===== src/logic/serial_port_pkg.sv =====
package serial_port_pkg;
  // timing and sizes
  localparam int CLK_HZ        = 40_000_000;
  localparam int BAUD_BPS      = 115_200;
  localparam int CLKS_PER_BIT  = CLK_HZ / BAUD_BPS;
  localparam int DATA_BITS     = 8;
  localparam int DIN_DEPTH     = 128;
  localparam int DOUT_DEPTH    = 32;
  localparam int FREE_RESUME   = 34;
  localparam int PARITY_SHRINK = 16;
  localparam int PAYLOAD_MULT  = 2;
  // register offsets
  localparam logic [7:0] CTRL_OFS   = 8'h00;
  localparam logic [7:0] PKT_OFS    = 8'h04;
  localparam logic [7:0] TMO_OFS    = 8'h08;
  localparam logic [7:0] FLOW_OFS   = 8'h0C;
  localparam logic [7:0] STATUS_OFS = 8'h10;
  // field positions
  localparam int CTRL_SWHS_BIT  = 2;
  localparam int CTRL_PAR_BIT   = 3;
  localparam int PKT_THR_LSB    = 8;
  localparam int ST_DIN_OVF_BIT = 0;
  localparam int ST_DOUT_OVF    = 1;
  localparam int ST_CTS_BIT     = 2;
  localparam int ST_PEND_BIT    = 3;
  localparam int ST_LEVEL_LSB   = 8;
  // reset values
  localparam logic [3:0]  CTRL_RST = 4'h0;
  localparam logic [15:0] PKT_RST  = 16'h0140;
  localparam logic [15:0] TMO_RST  = 16'h0003;
  localparam logic [7:0]  FLOW_RST = 8'h11;
  // codes
  localparam logic [1:0] RTS_CFG  = 2'h2;
  localparam logic [7:0] XON_CHR  = 8'h11;
  localparam logic [7:0] XOFF_CHR = 8'h13;
  localparam logic [7:0] CMD_CHR  = 8'h2B;
  localparam int         CMD_RUN  = 3;

  typedef enum logic [3:0] {
    S_IDLE  = 4'b0001,
    S_START = 4'b0010,
    S_DATA  = 4'b0100,
    S_STOP  = 4'b1000
  } ser_state_t;
endpackage


===== src/logic/serial_link_if.sv =====
`timescale 1ns/1ps
`default_nettype none
interface serial_link_if;
  logic serial_input_pin;  // host to device, idles high
  logic serial_output_pin; // device to host, idles high
  logic cts_b;             // device may take data when low
  logic rts_b;             // host may take data when low
  modport device (input serial_input_pin, input rts_b,
                  output serial_output_pin, output cts_b);
  modport host (output serial_input_pin, output rts_b,
                input serial_output_pin, input cts_b);
endinterface
`default_nettype wire


===== src/logic/serial_port_device.sv =====
// Register access over APB and the register offsets were left to the implementer.
`timescale 1ns/1ps
`default_nettype none
// Contract
// - idle serial line stays high
// - start low, 8 bits LSB first, stop high
// - both ends share baud and framing
// - every received byte buffered until radio takes it (code drops a byte arriving at full capacity and sets the input overflow flag)
// - keep buffering while radio reception runs
// - request send on silence, payload, command sequence
// - send only when no radio traffic
// - input capacity follows payload size and parity
// - clear-to-send drops at threshold before full
// - clear-to-send high when input buffer full
// - host stops sending while clear-to-send high
// - clear-to-send low again with 34 free
// - host prefers short messages or slower baud
// - radio data buffered then sent to host
// - output buffer full drops new radio data
// - request pin config 2 holds output
// - software handshake selectable, ASCII only
module serial_port_device
  import serial_port_pkg::*;
#(
  parameter int CPB       = CLKS_PER_BIT,
  parameter int DIN_DEP   = DIN_DEPTH,
  parameter int DOUT_DEP  = DOUT_DEPTH
) (
  input  wire logic       mclk,
  input  wire logic       rst_b,
  serial_link_if.device   link,
  // apb slave
  input  wire logic       psel,
  input  wire logic       penable,
  input  wire logic       pwrite,
  input  wire logic [7:0] paddr,
  input  wire logic [31:0] pwdata,
  output logic [31:0]     prdata,
  output logic            pready,
  output logic            pslverr,
  // radio side
  input  wire logic       radio_busy,
  output logic            radio_tx_req,
  output logic            radio_rd_valid,
  input  wire logic       radio_rd_ready,
  output logic [7:0]      radio_rd_data,
  input  wire logic       radio_wr_valid,
  output logic            radio_wr_ready,
  input  wire logic [7:0] radio_wr_data
);
  localparam int CW = $clog2(CPB);
  localparam int LW = $clog2(DIN_DEP) + 1;

  if (CPB < 4 || DIN_DEP < 2 * FREE_RESUME)
    $error("serial_port_device: CPB or DIN_DEP too small");

  // configuration and status
  logic [3:0]  ctrl_reg;
  logic [15:0] pkt_reg;
  logic [15:0] tmo_reg;
  logic [7:0]  flow_reg;
  logic        din_ovf_reg;
  logic        dout_ovf_reg;
  logic [1:0]  req_pin_cfg;
  logic        sw_en;
  logic [7:0]  max_payload;
  logic [7:0]  byte_thr;
  assign req_pin_cfg = ctrl_reg[1:0];
  assign sw_en       = ctrl_reg[CTRL_SWHS_BIT];
  assign max_payload = pkt_reg[7:0];
  assign byte_thr    = pkt_reg[PKT_THR_LSB +: 8];

  // serial receiver
  ser_state_t rx_state_reg;
  logic [CW-1:0] rx_cnt_reg;
  logic [2:0]    rx_bit_reg;
  logic [7:0]    rx_sh_reg;
  logic          rx_done_reg;
  logic          rxd;
  assign rxd = link.serial_input_pin;

  // mid-bit sampling, stop bit must be high to count
  always_ff @(posedge mclk) begin
    if (!rst_b) begin
      rx_state_reg <= S_IDLE;
      rx_cnt_reg   <= '0;
      rx_bit_reg   <= '0;
      rx_sh_reg    <= '0;
      rx_done_reg  <= 1'b0;
    end else begin
      rx_done_reg <= 1'b0;
      if (rx_cnt_reg != '0) begin
        rx_cnt_reg <= rx_cnt_reg - CW'(1);
      end else begin
        unique case (rx_state_reg)
          S_IDLE: if (!rxd) begin
            rx_state_reg <= S_START;
            rx_cnt_reg   <= CW'(CPB / 2 - 1);
          end
          S_START: begin
            rx_state_reg <= rxd ? S_IDLE : S_DATA;
            rx_cnt_reg   <= CW'(CPB - 1);
            rx_bit_reg   <= '0;
          end
          S_DATA: begin
            rx_sh_reg  <= {rxd, rx_sh_reg[7:1]};
            rx_cnt_reg <= CW'(CPB - 1);
            rx_bit_reg <= rx_bit_reg + 3'd1;
            if (rx_bit_reg == 3'd7) rx_state_reg <= S_STOP;
          end
          S_STOP: begin
            rx_state_reg <= S_IDLE;
            rx_done_reg  <= rxd;
          end
        endcase
      end
    end
  end

  // software handshake filtering of host characters
  logic rx_is_ctl;
  logic xoff_reg;
  assign rx_is_ctl = sw_en && (rx_sh_reg == XON_CHR || rx_sh_reg == XOFF_CHR);

  always_ff @(posedge mclk) begin
    if (!rst_b) begin
      xoff_reg <= 1'b0;
    end else if (!sw_en) begin
      xoff_reg <= 1'b0;
    end else if (rx_done_reg && rx_is_ctl) begin
      xoff_reg <= (rx_sh_reg == XOFF_CHR);
    end
  end

  // input buffer with capacity from payload and parity
  logic [LW-1:0] din_level;
  logic [LW-1:0] din_cap;
  logic [LW-1:0] din_free;
  logic          din_ready;
  logic          din_push;
  logic          din_drop;
  logic          din_pop_ok;
  int            cap_base;
  int            cap_pay;

  always_comb begin
    cap_base = DIN_DEP;
    cap_pay  = PAYLOAD_MULT * int'(max_payload);
    if (ctrl_reg[CTRL_PAR_BIT]) cap_base = DIN_DEP - PARITY_SHRINK;
    if (max_payload != 8'h00 && cap_pay < cap_base) cap_base = cap_pay;
    if (cap_base < FREE_RESUME) cap_base = FREE_RESUME;
    din_cap = LW'(cap_base);
  end

  assign din_free = din_cap - din_level;
  // bytes keep landing here whatever the radio is doing
  assign din_push = rx_done_reg && !rx_is_ctl && din_ready
                    && (din_level < din_cap);
  assign din_drop = rx_done_reg && !rx_is_ctl && !din_push;

  stream_fifo #(.WIDTH(8), .DEPTH(DIN_DEP)) din_fifo (
    .mclk      (mclk),
    .rst_b     (rst_b),
    .in_valid  (rx_done_reg && !rx_is_ctl && (din_level < din_cap)),
    .in_ready  (din_ready),
    .in_data   (rx_sh_reg),
    .out_valid (radio_rd_valid),
    .out_ready (radio_rd_ready && din_pop_ok),
    .out_data  (radio_rd_data),
    .level     (din_level)
  );

  // baud tick and silence measured in bit times
  logic [CW-1:0] tick_cnt_reg;
  logic [15:0]   sil_reg;
  logic [1:0]    cmd_run_reg;
  logic          pend_reg;
  logic          tick;
  logic          fire;
  assign tick = (tick_cnt_reg == '0);

  always_ff @(posedge mclk) begin
    if (!rst_b) begin
      tick_cnt_reg <= '0;
    end else begin
      tick_cnt_reg <= tick ? CW'(CPB - 1) : tick_cnt_reg - CW'(1);
    end
  end

  always_ff @(posedge mclk) begin
    if (!rst_b) begin
      sil_reg <= '0;
    end else if (rx_done_reg || rx_state_reg != S_IDLE) begin
      sil_reg <= '0;
    end else if (tick && sil_reg != 16'hFFFF) begin
      sil_reg <= sil_reg + 16'd1;
    end
  end

  // run of command characters
  always_ff @(posedge mclk) begin
    if (!rst_b) begin
      cmd_run_reg <= '0;
    end else if (cmd_run_reg == 2'(CMD_RUN)) begin
      cmd_run_reg <= '0; // one request per sequence
    end else if (din_push) begin
      if (rx_sh_reg != CMD_CHR) cmd_run_reg <= '0;
      else if (cmd_run_reg != 2'(CMD_RUN)) cmd_run_reg <= cmd_run_reg + 2'd1;
    end
  end

  assign fire = (tmo_reg != '0 && sil_reg >= tmo_reg && din_level != '0)
             || (byte_thr != 8'h00 && din_level >= LW'(byte_thr))
             || (max_payload != 8'h00 && din_level >= LW'(max_payload))
             || (cmd_run_reg == 2'(CMD_RUN));

  // request persists until the buffer has drained
  always_ff @(posedge mclk) begin
    if (!rst_b) begin
      pend_reg <= 1'b0;
    end else if (fire) begin
      pend_reg <= 1'b1;
    end else if (din_level == '0) begin
      pend_reg <= 1'b0;
    end
  end

  assign din_pop_ok   = pend_reg && !radio_busy;
  assign radio_tx_req = pend_reg && !radio_busy && (din_level != '0);

  // clear-to-send with hysteresis down to the resume margin
  logic cts_hold_reg;
  always_ff @(posedge mclk) begin
    if (!rst_b) begin
      cts_hold_reg <= 1'b0;
    end else if (din_level >= din_cap) begin
      cts_hold_reg <= 1'b1;
    end else if (din_free <= LW'(flow_reg)) begin
      cts_hold_reg <= 1'b1;
    end else if (din_free >= LW'(FREE_RESUME)) begin
      cts_hold_reg <= 1'b0;
    end
  end
  assign link.cts_b = cts_hold_reg;

  // output buffer, radio data dropped when full
  logic       dout_valid;
  logic       dout_take;
  logic [7:0] dout_data;
  logic       dout_ready;
  assign radio_wr_ready = 1'b1;

  stream_fifo #(.WIDTH(8), .DEPTH(DOUT_DEP)) dout_fifo (
    .mclk      (mclk),
    .rst_b     (rst_b),
    .in_valid  (radio_wr_valid),
    .in_ready  (dout_ready),
    .in_data   (radio_wr_data),
    .out_valid (dout_valid),
    .out_ready (dout_take),
    .out_data  (dout_data),
    .level     ()
  );

  // serial transmitter
  ser_state_t tx_state_reg;
  logic [CW-1:0] tx_cnt_reg;
  logic [2:0]    tx_bit_reg;
  logic [7:0]    tx_sh_reg;
  logic          txd_reg;
  logic          tx_hold;
  assign tx_hold   = (req_pin_cfg == RTS_CFG && link.rts_b)
                  || xoff_reg;
  assign dout_take = (tx_state_reg == S_IDLE) && dout_valid && !tx_hold;
  assign link.serial_output_pin = txd_reg;

  always_ff @(posedge mclk) begin
    if (!rst_b) begin
      tx_state_reg <= S_IDLE;
      tx_cnt_reg   <= '0;
      tx_bit_reg   <= '0;
      tx_sh_reg    <= '0;
      txd_reg      <= 1'b1;
    end else if (tx_state_reg == S_IDLE) begin
      txd_reg <= 1'b1;
      if (dout_take) begin
        tx_state_reg <= S_START;
        tx_sh_reg    <= dout_data;
        tx_cnt_reg   <= CW'(CPB - 1);
        txd_reg      <= 1'b0;
      end
    end else if (tx_cnt_reg != '0) begin
      tx_cnt_reg <= tx_cnt_reg - CW'(1);
    end else begin
      tx_cnt_reg <= CW'(CPB - 1);
      unique case (tx_state_reg)
        S_START: begin
          tx_state_reg <= S_DATA;
          tx_bit_reg   <= '0;
          txd_reg      <= tx_sh_reg[0];
        end
        S_DATA: begin
          tx_bit_reg <= tx_bit_reg + 3'd1;
          if (tx_bit_reg == 3'd7) begin
            tx_state_reg <= S_STOP;
            txd_reg      <= 1'b1;
          end else begin
            txd_reg <= tx_sh_reg[tx_bit_reg + 3'd1];
          end
        end
        S_STOP: tx_state_reg <= S_IDLE;
        default: tx_state_reg <= S_IDLE;
      endcase
    end
  end

  // apb: zero wait states, read data captured in setup
  logic        wr_en;
  logic        mapped;
  logic [31:0] rd_mux;
  assign wr_en  = psel && penable && pwrite;
  assign mapped = paddr == CTRL_OFS || paddr == PKT_OFS || paddr == TMO_OFS
               || paddr == FLOW_OFS || paddr == STATUS_OFS;
  assign pready  = 1'b1;
  assign pslverr = psel && penable && !mapped;

  always_comb begin
    rd_mux = 32'h0000_0000;
    unique case (paddr)
      CTRL_OFS:   rd_mux[3:0]  = ctrl_reg;
      PKT_OFS:    rd_mux[15:0] = pkt_reg;
      TMO_OFS:    rd_mux[15:0] = tmo_reg;
      FLOW_OFS:   rd_mux[7:0]  = flow_reg;
      STATUS_OFS: begin
        rd_mux[ST_DIN_OVF_BIT] = din_ovf_reg;
        rd_mux[ST_DOUT_OVF]    = dout_ovf_reg;
        rd_mux[ST_CTS_BIT]     = cts_hold_reg;
        rd_mux[ST_PEND_BIT]    = pend_reg;
        rd_mux[ST_LEVEL_LSB +: LW] = din_level;
      end
      default: rd_mux = 32'h0000_0000;
    endcase
  end

  always_ff @(posedge mclk) begin
    if (!rst_b) begin
      prdata <= 32'h0000_0000;
    end else if (psel && !penable) begin
      prdata <= rd_mux;
    end
  end

  // configuration writes
  always_ff @(posedge mclk) begin
    if (!rst_b) begin
      ctrl_reg <= CTRL_RST;
      pkt_reg  <= PKT_RST;
      tmo_reg  <= TMO_RST;
      flow_reg <= FLOW_RST;
    end else if (wr_en) begin
      if (paddr == CTRL_OFS) ctrl_reg <= pwdata[3:0];
      if (paddr == PKT_OFS) pkt_reg <= pwdata[15:0];
      if (paddr == TMO_OFS) tmo_reg <= pwdata[15:0];
      if (paddr == FLOW_OFS) flow_reg <= pwdata[7:0];
    end
  end

  // sticky loss flags, write one to clear; a new loss wins
  logic clr_st;
  assign clr_st = wr_en && paddr == STATUS_OFS;
  always_ff @(posedge mclk) begin
    if (!rst_b) begin
      din_ovf_reg  <= 1'b0;
      dout_ovf_reg <= 1'b0;
    end else begin
      din_ovf_reg <= (din_ovf_reg && !(clr_st && pwdata[ST_DIN_OVF_BIT]))
                  || din_drop;
      dout_ovf_reg <= (dout_ovf_reg && !(clr_st && pwdata[ST_DOUT_OVF]))
                   || (radio_wr_valid && !dout_ready);
    end
  end
endmodule
`default_nettype wire


===== src/logic/stream_fifo.sv =====
`timescale 1ns/1ps
`default_nettype none
module stream_fifo
  import serial_port_pkg::*;
#(
  parameter int WIDTH = DATA_BITS,
  parameter int DEPTH = DOUT_DEPTH
) (
  input  wire logic                     mclk,
  input  wire logic                     rst_b,
  input  wire logic                     in_valid,
  output logic                          in_ready,
  input  wire logic [WIDTH-1:0]         in_data,
  output logic                          out_valid,
  input  wire logic                     out_ready,
  output logic [WIDTH-1:0]              out_data,
  output logic [$clog2(DEPTH):0]        level
);
  localparam int AW = $clog2(DEPTH);

  // pointer wrap relies on a power-of-two depth
  if (DEPTH < 2 || (DEPTH & (DEPTH - 1)) != 0 || WIDTH < 1)
    $error("stream_fifo: DEPTH must be a power of two");

  logic [WIDTH-1:0] mem [DEPTH];
  logic [AW-1:0]    wr_ptr_reg;
  logic [AW-1:0]    rd_ptr_reg;
  logic [AW:0]      level_reg;
  logic             push;
  logic             pop;

  assign in_ready  = (level_reg != AW'(0) + (AW+1)'(DEPTH));
  assign out_valid = (level_reg != '0);
  assign out_data  = mem[rd_ptr_reg];
  assign level     = level_reg;
  assign push      = in_valid && in_ready;
  assign pop       = out_valid && out_ready;

  // storage, no reset needed on the array
  always_ff @(posedge mclk) begin
    if (push) begin
      mem[wr_ptr_reg] <= in_data;
    end
  end

  // pointers and fill level
  always_ff @(posedge mclk) begin
    if (!rst_b) begin
      wr_ptr_reg <= '0;
      rd_ptr_reg <= '0;
      level_reg  <= '0;
    end else begin
      if (push) wr_ptr_reg <= wr_ptr_reg + AW'(1);
      if (pop) rd_ptr_reg <= rd_ptr_reg + AW'(1);
      level_reg <= level_reg + (AW+1)'(push) - (AW+1)'(pop);
    end
  end
endmodule
`default_nettype wire


===== src/flat_wrapper.sv =====
// flat-port wrapper written by rule: the top's interface ports become plain ports
module serial_port_device_flat import serial_port_pkg::*;
#(
  parameter int CPB       = CLKS_PER_BIT,
  parameter int DIN_DEP   = DIN_DEPTH,
  parameter int DOUT_DEP  = DOUT_DEPTH
)
  (mclk, rst_b, psel, penable, pwrite, paddr, pwdata, prdata, pready, pslverr, radio_busy, radio_tx_req, radio_rd_valid, radio_rd_ready, radio_rd_data, radio_wr_valid, radio_wr_ready, radio_wr_data, link_serial_input_pin, link_rts_b, link_serial_output_pin, link_cts_b);
  serial_link_if link_i ();
  input  wire logic mclk;
  input  wire logic rst_b;
  input  wire logic psel;
  input  wire logic penable;
  input  wire logic pwrite;
  input  wire logic [7:0] paddr;
  input  wire logic [31:0] pwdata;
  output logic [31:0] prdata;
  output logic pready;
  output logic pslverr;
  input  wire logic radio_busy;
  output logic radio_tx_req;
  output logic radio_rd_valid;
  input  wire logic radio_rd_ready;
  output logic [7:0] radio_rd_data;
  input  wire logic radio_wr_valid;
  output logic radio_wr_ready;
  input  wire logic [7:0] radio_wr_data;
  input wire logic [$bits(link_i.serial_input_pin)-1:0] link_serial_input_pin;
  input wire logic [$bits(link_i.rts_b)-1:0] link_rts_b;
  output wire logic [$bits(link_i.serial_output_pin)-1:0] link_serial_output_pin;
  output wire logic [$bits(link_i.cts_b)-1:0] link_cts_b;
  assign link_i.serial_input_pin = link_serial_input_pin;
  assign link_i.rts_b = link_rts_b;
  assign link_serial_output_pin = link_i.serial_output_pin;
  assign link_cts_b = link_i.cts_b;
  serial_port_device #(.CPB(CPB), .DIN_DEP(DIN_DEP), .DOUT_DEP(DOUT_DEP)) u_core (.mclk(mclk), .rst_b(rst_b), .link(link_i), .psel(psel), .penable(penable), .pwrite(pwrite), .paddr(paddr), .pwdata(pwdata), .prdata(prdata), .pready(pready), .pslverr(pslverr), .radio_busy(radio_busy), .radio_tx_req(radio_tx_req), .radio_rd_valid(radio_rd_valid), .radio_rd_ready(radio_rd_ready), .radio_rd_data(radio_rd_data), .radio_wr_valid(radio_wr_valid), .radio_wr_ready(radio_wr_ready), .radio_wr_data(radio_wr_data));
endmodule

===== config.mk =====
export PLATFORM = sky130hd
export DESIGN_NAME = serial_port_device_flat
export DESIGN_NICKNAME = d
export VERILOG_FILES = /design/src/logic/serial_port_pkg.sv /design/src/logic/serial_link_if.sv /design/src/logic/serial_port_device.sv /design/src/logic/stream_fifo.sv /design/src/flat_wrapper.sv
export SDC_FILE = /design/constraint.sdc
export NUM_CORES = 2
export LEC_CHECK = 0
export BUFFER_PORTS_ARGS = -buffer_cell sky130_fd_sc_hd__buf_2
export CAP_MARGIN = 20
export CORE_MARGIN = 3
export CORE_UTILIZATION = 35
export CTS_CLUSTER_DIAMETER = 30
export DETAILED_ROUTE_END_ITERATION = 16
export PLACE_DENSITY = 0.62
export SYNTH_ARGS = -nofsm -noshare
export SYNTH_HDL_FRONTEND = slang
export SYNTH_SLANG_ARGS = --single-unit

===== constraint.sdc =====
create_clock -name mclk -period 5.1 [get_ports mclk]
set_clock_uncertainty 0.2 [all_clocks]
set_input_delay 0.765 -clock mclk [delete_from_list [all_inputs] [get_ports mclk]]
set_output_delay 0.765 -clock mclk [all_outputs]
set_load 0.03 [all_outputs]

Word level (Yosys, flattened, before mapping)
Memories as Yosys holds them, arrays and structs flattened. A register that Yosys moved wholly into a read port is not among the register bits.
Cells that the tools add are included.
Operators by class
  add/sub/neg operators: 16
  reduce and logical (&&, ||, !) cells: 91
  multiplexer cells: 44
  bitwise operators: 5
  order comparisons: 10
  equality and inequality tests: 29
Operators by type and width (number)
  two-way mux 9 bit: 7
  logical AND 1 bit: 33
  subtractor 9 x 1 -> 9 bit (second input constant): 3
  == test 8 x 5 -> 1 bit (second input constant): 3
  greater-or-equal comparator 8 bit: 3
  two-way mux 4 bit: 6
  case mux 8 bit (3 select lines): 1
  nonzero test 8 bit: 3
  AND reduction 2 bit: 11
  case mux 4 bit (5 select lines): 1
  case mux 9 bit (2 select lines): 1
  nonzero test 9 bit: 2
  adder 16 x 1 -> 16 bit (second input constant): 1
  == test 8 x 4 -> 1 bit (second input constant): 2
  greater-or-equal comparator 16 bit: 1
  logical NOT 8 bit: 2
  two-way mux 8 bit: 2
  != test 16 bit (second input constant): 1
  case mux 4 bit (4 select lines): 1
  nonzero test 16 bit: 1
  adder 7 x 1 -> 7 bit (second input constant): 2
  two-way mux 1 bit: 14
  two-way mux 7 bit: 2
  logical OR 1 bit: 12
  other kinds (45): 80
Storage, ports and cells
  input port bits: 58
  output and inout bits: 47
  register bits: 172
  RAM bits: 1280
  memories: 2
  logic and storage cells: 226
Memory list
  u_core.din_fifo.mem: words 128, bits a word 8, rd ports 1, clocked after memory_dff 1, write ports 1, RTL line stream_fifo.sv:25  | logic [WIDTH-1:0] mem [DEPTH];
  u_core.dout_fifo.mem: words 32, bits a word 8, rd ports 1, clocked after memory_dff 1, write ports 1, RTL line stream_fifo.sv:25

Depth between registers and ports, before layout
  depth in word-level cells: 11
  mapped depth: 24
  mapped depth without buffers: 24

Cells and area by module
Synthesis repeated with hierarchy kept, for this count alone.
Second synthesis, totals
  cells, all modules: 3612
  area total of the unflattened synthesis: 59807.4 sq um
By module, submodules not included
  stream_fifo at u_core.din_fifo: cells each 2028, sequential area each 31330.0 sq um, times used 1, area each 40774.1 sq um
  stream_fifo at u_core.dout_fifo: cells each 618, sequential area each 8107.8 sq um, times used 1, area each 11044.3 sq um
  serial_port_device: cells each 966, sequential area each 2842.7 sq um, times used 1, area each 7988.9 sq um

Least setup slack after synthesis
Ideal clock, no wire load.
  path type: reg2reg
  start point: register u_core.rx_sh_reg[0]
  end point: register u_core.din_fifo.level_reg[6] (netlist: u_core.din_fifo.level[6])
  setup time: 0.131 ns
  period minus slack after synthesis: 4.914 ns
  arrival: 4.583 ns
  path buffers: 0
  stages on the path, launching flop included: 17
  setup slack: 0.186 ns
  data required time: 4.769 ns
  cell sequence: dfxtp_1 -> or4b_1 -> o21ai_1 -> nand3b_4 -> nor2_8 -> inv_4 -> ha_1 -> inv_1 -> ha_1 -> inv_1 -> fa_1 -> nand2b_1 -> a21oi_1 -> o21ai_0 -> a21oi_1 -> o21a_1 -> nor3_1
On the way
  word-level cells in the longest chain between the ends: 9
  elaborated cells on any way between the ends: 10
  classes of those cells: 2 x add/sub; 2 x eq/ne; 6 x reduce/logical
Ends and longest elaborated chain
  start: declaration: RTL line serial_port_device.sv:77  | logic [7:0] rx_sh_reg;
  start signal: assignment: RTL line serial_port_device.sv:106  | rx_sh_reg <= {rxd, rx_sh_reg[7:1]};
  == test 8 x 5 -> 1 bit: RTL line serial_port_device.sv:123  | assign rx_is_ctl = sw_en && (rx_sh_reg == XON_CHR || rx_sh_reg == XOFF_CHR);
  logical OR 1 bit *: RTL line serial_port_device.sv:123
  logical AND 1 bit *: RTL line serial_port_device.sv:123
  logical NOT 1 bit *: RTL line serial_port_device.sv:164  | .in_valid (rx_done_reg && !rx_is_ctl && (din_level < din_cap)),
  logical AND 1 bit * (2 in series): RTL line serial_port_device.sv:164
  logical AND 1 bit *: RTL line stream_fifo.sv:36  | assign push = in_valid && in_ready;
  adder 8 x 1 -> 8 bit *: RTL line stream_fifo.sv:55  | level_reg <= level_reg + (AW+1)'(push) - (AW+1)'(pop);
  subtractor 8 x 1 -> 8 bit *: RTL line stream_fifo.sv:55
  end signal: assignment: RTL line stream_fifo.sv:55
  end: declaration: RTL line stream_fifo.sv:28  | logic [AW:0] level_reg;
Every way passes the cells marked *; elsewhere a longest branch is shown, timed or not.
A chain may end at the register's enable or synchronous reset.

==> flow_summary.ini <==
[synth]
synth_seq_cells = 1467
synthDistinctLibCells = 86
syn-instance-count = 3494
synthFlopType = edfxtp_1
syn_avg_cell_area_um2 = 17.0
yosysSeqAreaShare = 0.710
yosysWarnings = 0
ys_async_sr_fraction = 0
synth_edf_count = 1280
synthesis.area_um2 = 59400

[timing]
timing.fmax_ghz = 0.202
worstMarginPinSlew_ps = 1090
period_share = 0.971
fin_setup_tns_ps = 0
finalHoldViolCount = 0
hold_ws_ps = 157
slew_violations = 0
finalSetupViolCount = 0
finalCriticalPeriod_ps = 4950
slew_headroom = 0.275

[finish]
mostFrequentLayoutCell = edfxtp_1
drive_above_1_share = 0.263
final_nets = 3965
final_area_um2 = 72900
syn_to_final_growth_pct = 22.6
reg.largest.list = u_core.din_fifo.mem x1024, u_core.dout_fifo.mem x256
largest_reg_flops = 1024
finalNonFillerCells = 6242
final_cell_mix = edfxtp_1 (1280), clkbuf_16 (307), nor2_1 (305)
n_antenna_cell = 0
largest_register = u_core.din_fifo.mem

[power_and_ir_drop]
p_clk_frac = 0.529
power_frac_comb = 0.097
p_per_area_nw_per_um2 = 494
swShare = 0.234
power_frac_seq = 0.374
switchingPower_w = 0.00843
p_leak_nw = 23.9
power.internal_w = 0.0276
finalPower_w = 0.0360
irDropWorstVdd_v = 0.000330

[clocking]
cts_tree = done
clock_latency_ps = 880
cts.sinks = 1467
cts_buffer_depth = 4
numCtsBuffers = 299
cts_root_buffer = clkbuf_16
htreeDepth = 5
path_clk_slew_ps = 50

[worst_setup_path]
r2r_slack_ps = 350
crit_path_start_kind = register
cpMaxStageDelayCell = dfxtp_4
crit_required_ps = 4140
path_common_cell = buf_12
critPathMaxFanout = 37
path_cells = buf_12 > buf_12 > buf_12 > buf_12 > mux4_2 > a22oi_1 > o21ai_0 > nor2_1 > o221ai_1 > buf_2
cp_slowest_stage_delay_ps = 520
path_class = register to output pin
worstSetupEndpointType = output pin
cp.arrival_ps = 3990

[routing]
met3_length_um = 8070
dr_wl_met2_um = 67800
routed_wl_um = 139000
firstDrtPassIters = 9
drtIter0Drc = 3236
wire_per_inst_um = 22.2
ant_nets = 0
drc = 0
top_layer = met4
wl_met1_um = 59300
vias = 32736
via_per_inst = 5.24

[global_route]
antenna_found_initial = 0
grt_pass1_vias = 33631
grt_pass1_wl_um = 210000
grtUsageTotal = 0.158
grt_overflow_total = 0
grt_max_degree = 93

[die]
rows = 150
initial_core_util = 0.354
die_w_um = 418
die_h_um = 418
io_pins = 105
fp.coreArea_um2 = 168000
die-area_um2 = 175000

[place]
dpl.hpwl_um = 81800
portBuffers = 70
place_inst = 5695
postPlaceCellArea_um2 = 62700
globalplace.congestion = 0.871

[status]
run_status = completed

[job]
maxCapViolCount = 0

[worst_hold_path]
hp-class = input port to register
stage by stage:
step | worst slack [ps] | util
after floorplan | 186 | -
after global placement | 93.6 | 0.373
after detailed placement | 107 | 0.373
after CTS | 81.7 | 0.434
after global routing | -2.74 | 0.434
final | 148 | 0.434
worst max-delay path: cells and delay by family (launching register included):
kind / cells / cell delay [ps]
buffers and inverters: 5 / 1220
AOI/OAI and AO/OA: 3 / 720
DFF: 1 / 520
muxes: 1 / 360
and+or+nand+nor: 1 / 250
routing by layer:
metal	vias up	GRT usage
met5	-	0
met4	0	0.0514
met3	251	0.0329
met2	1004	0.255
met1	16877	0.214
li1	14604	-
cell usage after synthesis (all sizes together) (23+ instances only):
cell type  count  area share
edfxtp      1280        0.65
nor2         319       0.021
mux4         274        0.10
dfxtp        187       0.063
nand2        139      0.0088
a21oi        116      0.0098
buf          103       0.010
clkbuf        99      0.0063
mux2i         92       0.015
a22oi         91       0.011
ha            89       0.019
inv           84      0.0053
o21ai         80      0.0067
mux2          65       0.012
nand3         45      0.0038
xor2          29      0.0043
o221ai        25      0.0037
o22ai         25      0.0026
a221oi        23      0.0035
nor3          23      0.0022
final timing paths:
check / startpoint / to / cells past startpoint
max: register / radio_rd_data[3] / 10
min: penable / u_core.prdata[2] / 4
max reg2reg: u_core.pkt_reg[0] / u_core.din_fifo.level[6] / 23
min reg2reg: u_core.cmd_run_reg[1] / u_core.cmd_run_reg[1] / 2
power groups by stage:
stage | Sequential [W] | Clock (W) | Combinational [W]
finish | 0.0135 | 0.0191 | 0.00350
global route | 0.0135 | 0.0200 | 0.00389
floorplan | 0.0135 | 0 | 0.00275
global placement | 0.0137 | 0 | 0.00342
detailed placement | 0.0137 | 0 | 0.00348
CTS | 0.0135 | 0.0193 | 0.00354
cells by family (layout without fill, tap and decap cells):
logic type | count (synthesis) | count (layout) | synth area share
DFF | 1467 | 1467 | 0.710
and+or+nand+nor | 688 | 688 | 0.0549
AOI/OAI and AO/OA | 478 | 478 | 0.0547
muxes | 431 | 431 | 0.132
buffers and inverters | 286 | 814 | 0.0218
adders and majority gates | 92 | 92 | 0.0197
xor gates and xnor gates | 50 | 50 | 0.00737
other | 2 | 18 | 0.000126
cell type report:
cell class	count	area, um^2
Fill cell	14423	95100
Multi-Input combinational cell	1757	16000
Timing Repair Buffer	206	1600
Clock buffer	328	7780
Clock inverter	196	2160
Inverter	84	320
Sequential cell	1467	42200
Tap cell	2204	2760
repair_timing:
item / in CTS / in global routing
pin swaps: 0 / 1
gates cloned: 0 / 0
setup endpoints to repair: 8 / 3
hold buffers: 18 / 0
resized for setup: 3 / 6
endpoints found under the hold margin: 46 / 0
setup buffers: 4 / 0
Note: power is estimated with default switching activity, not from simulation.
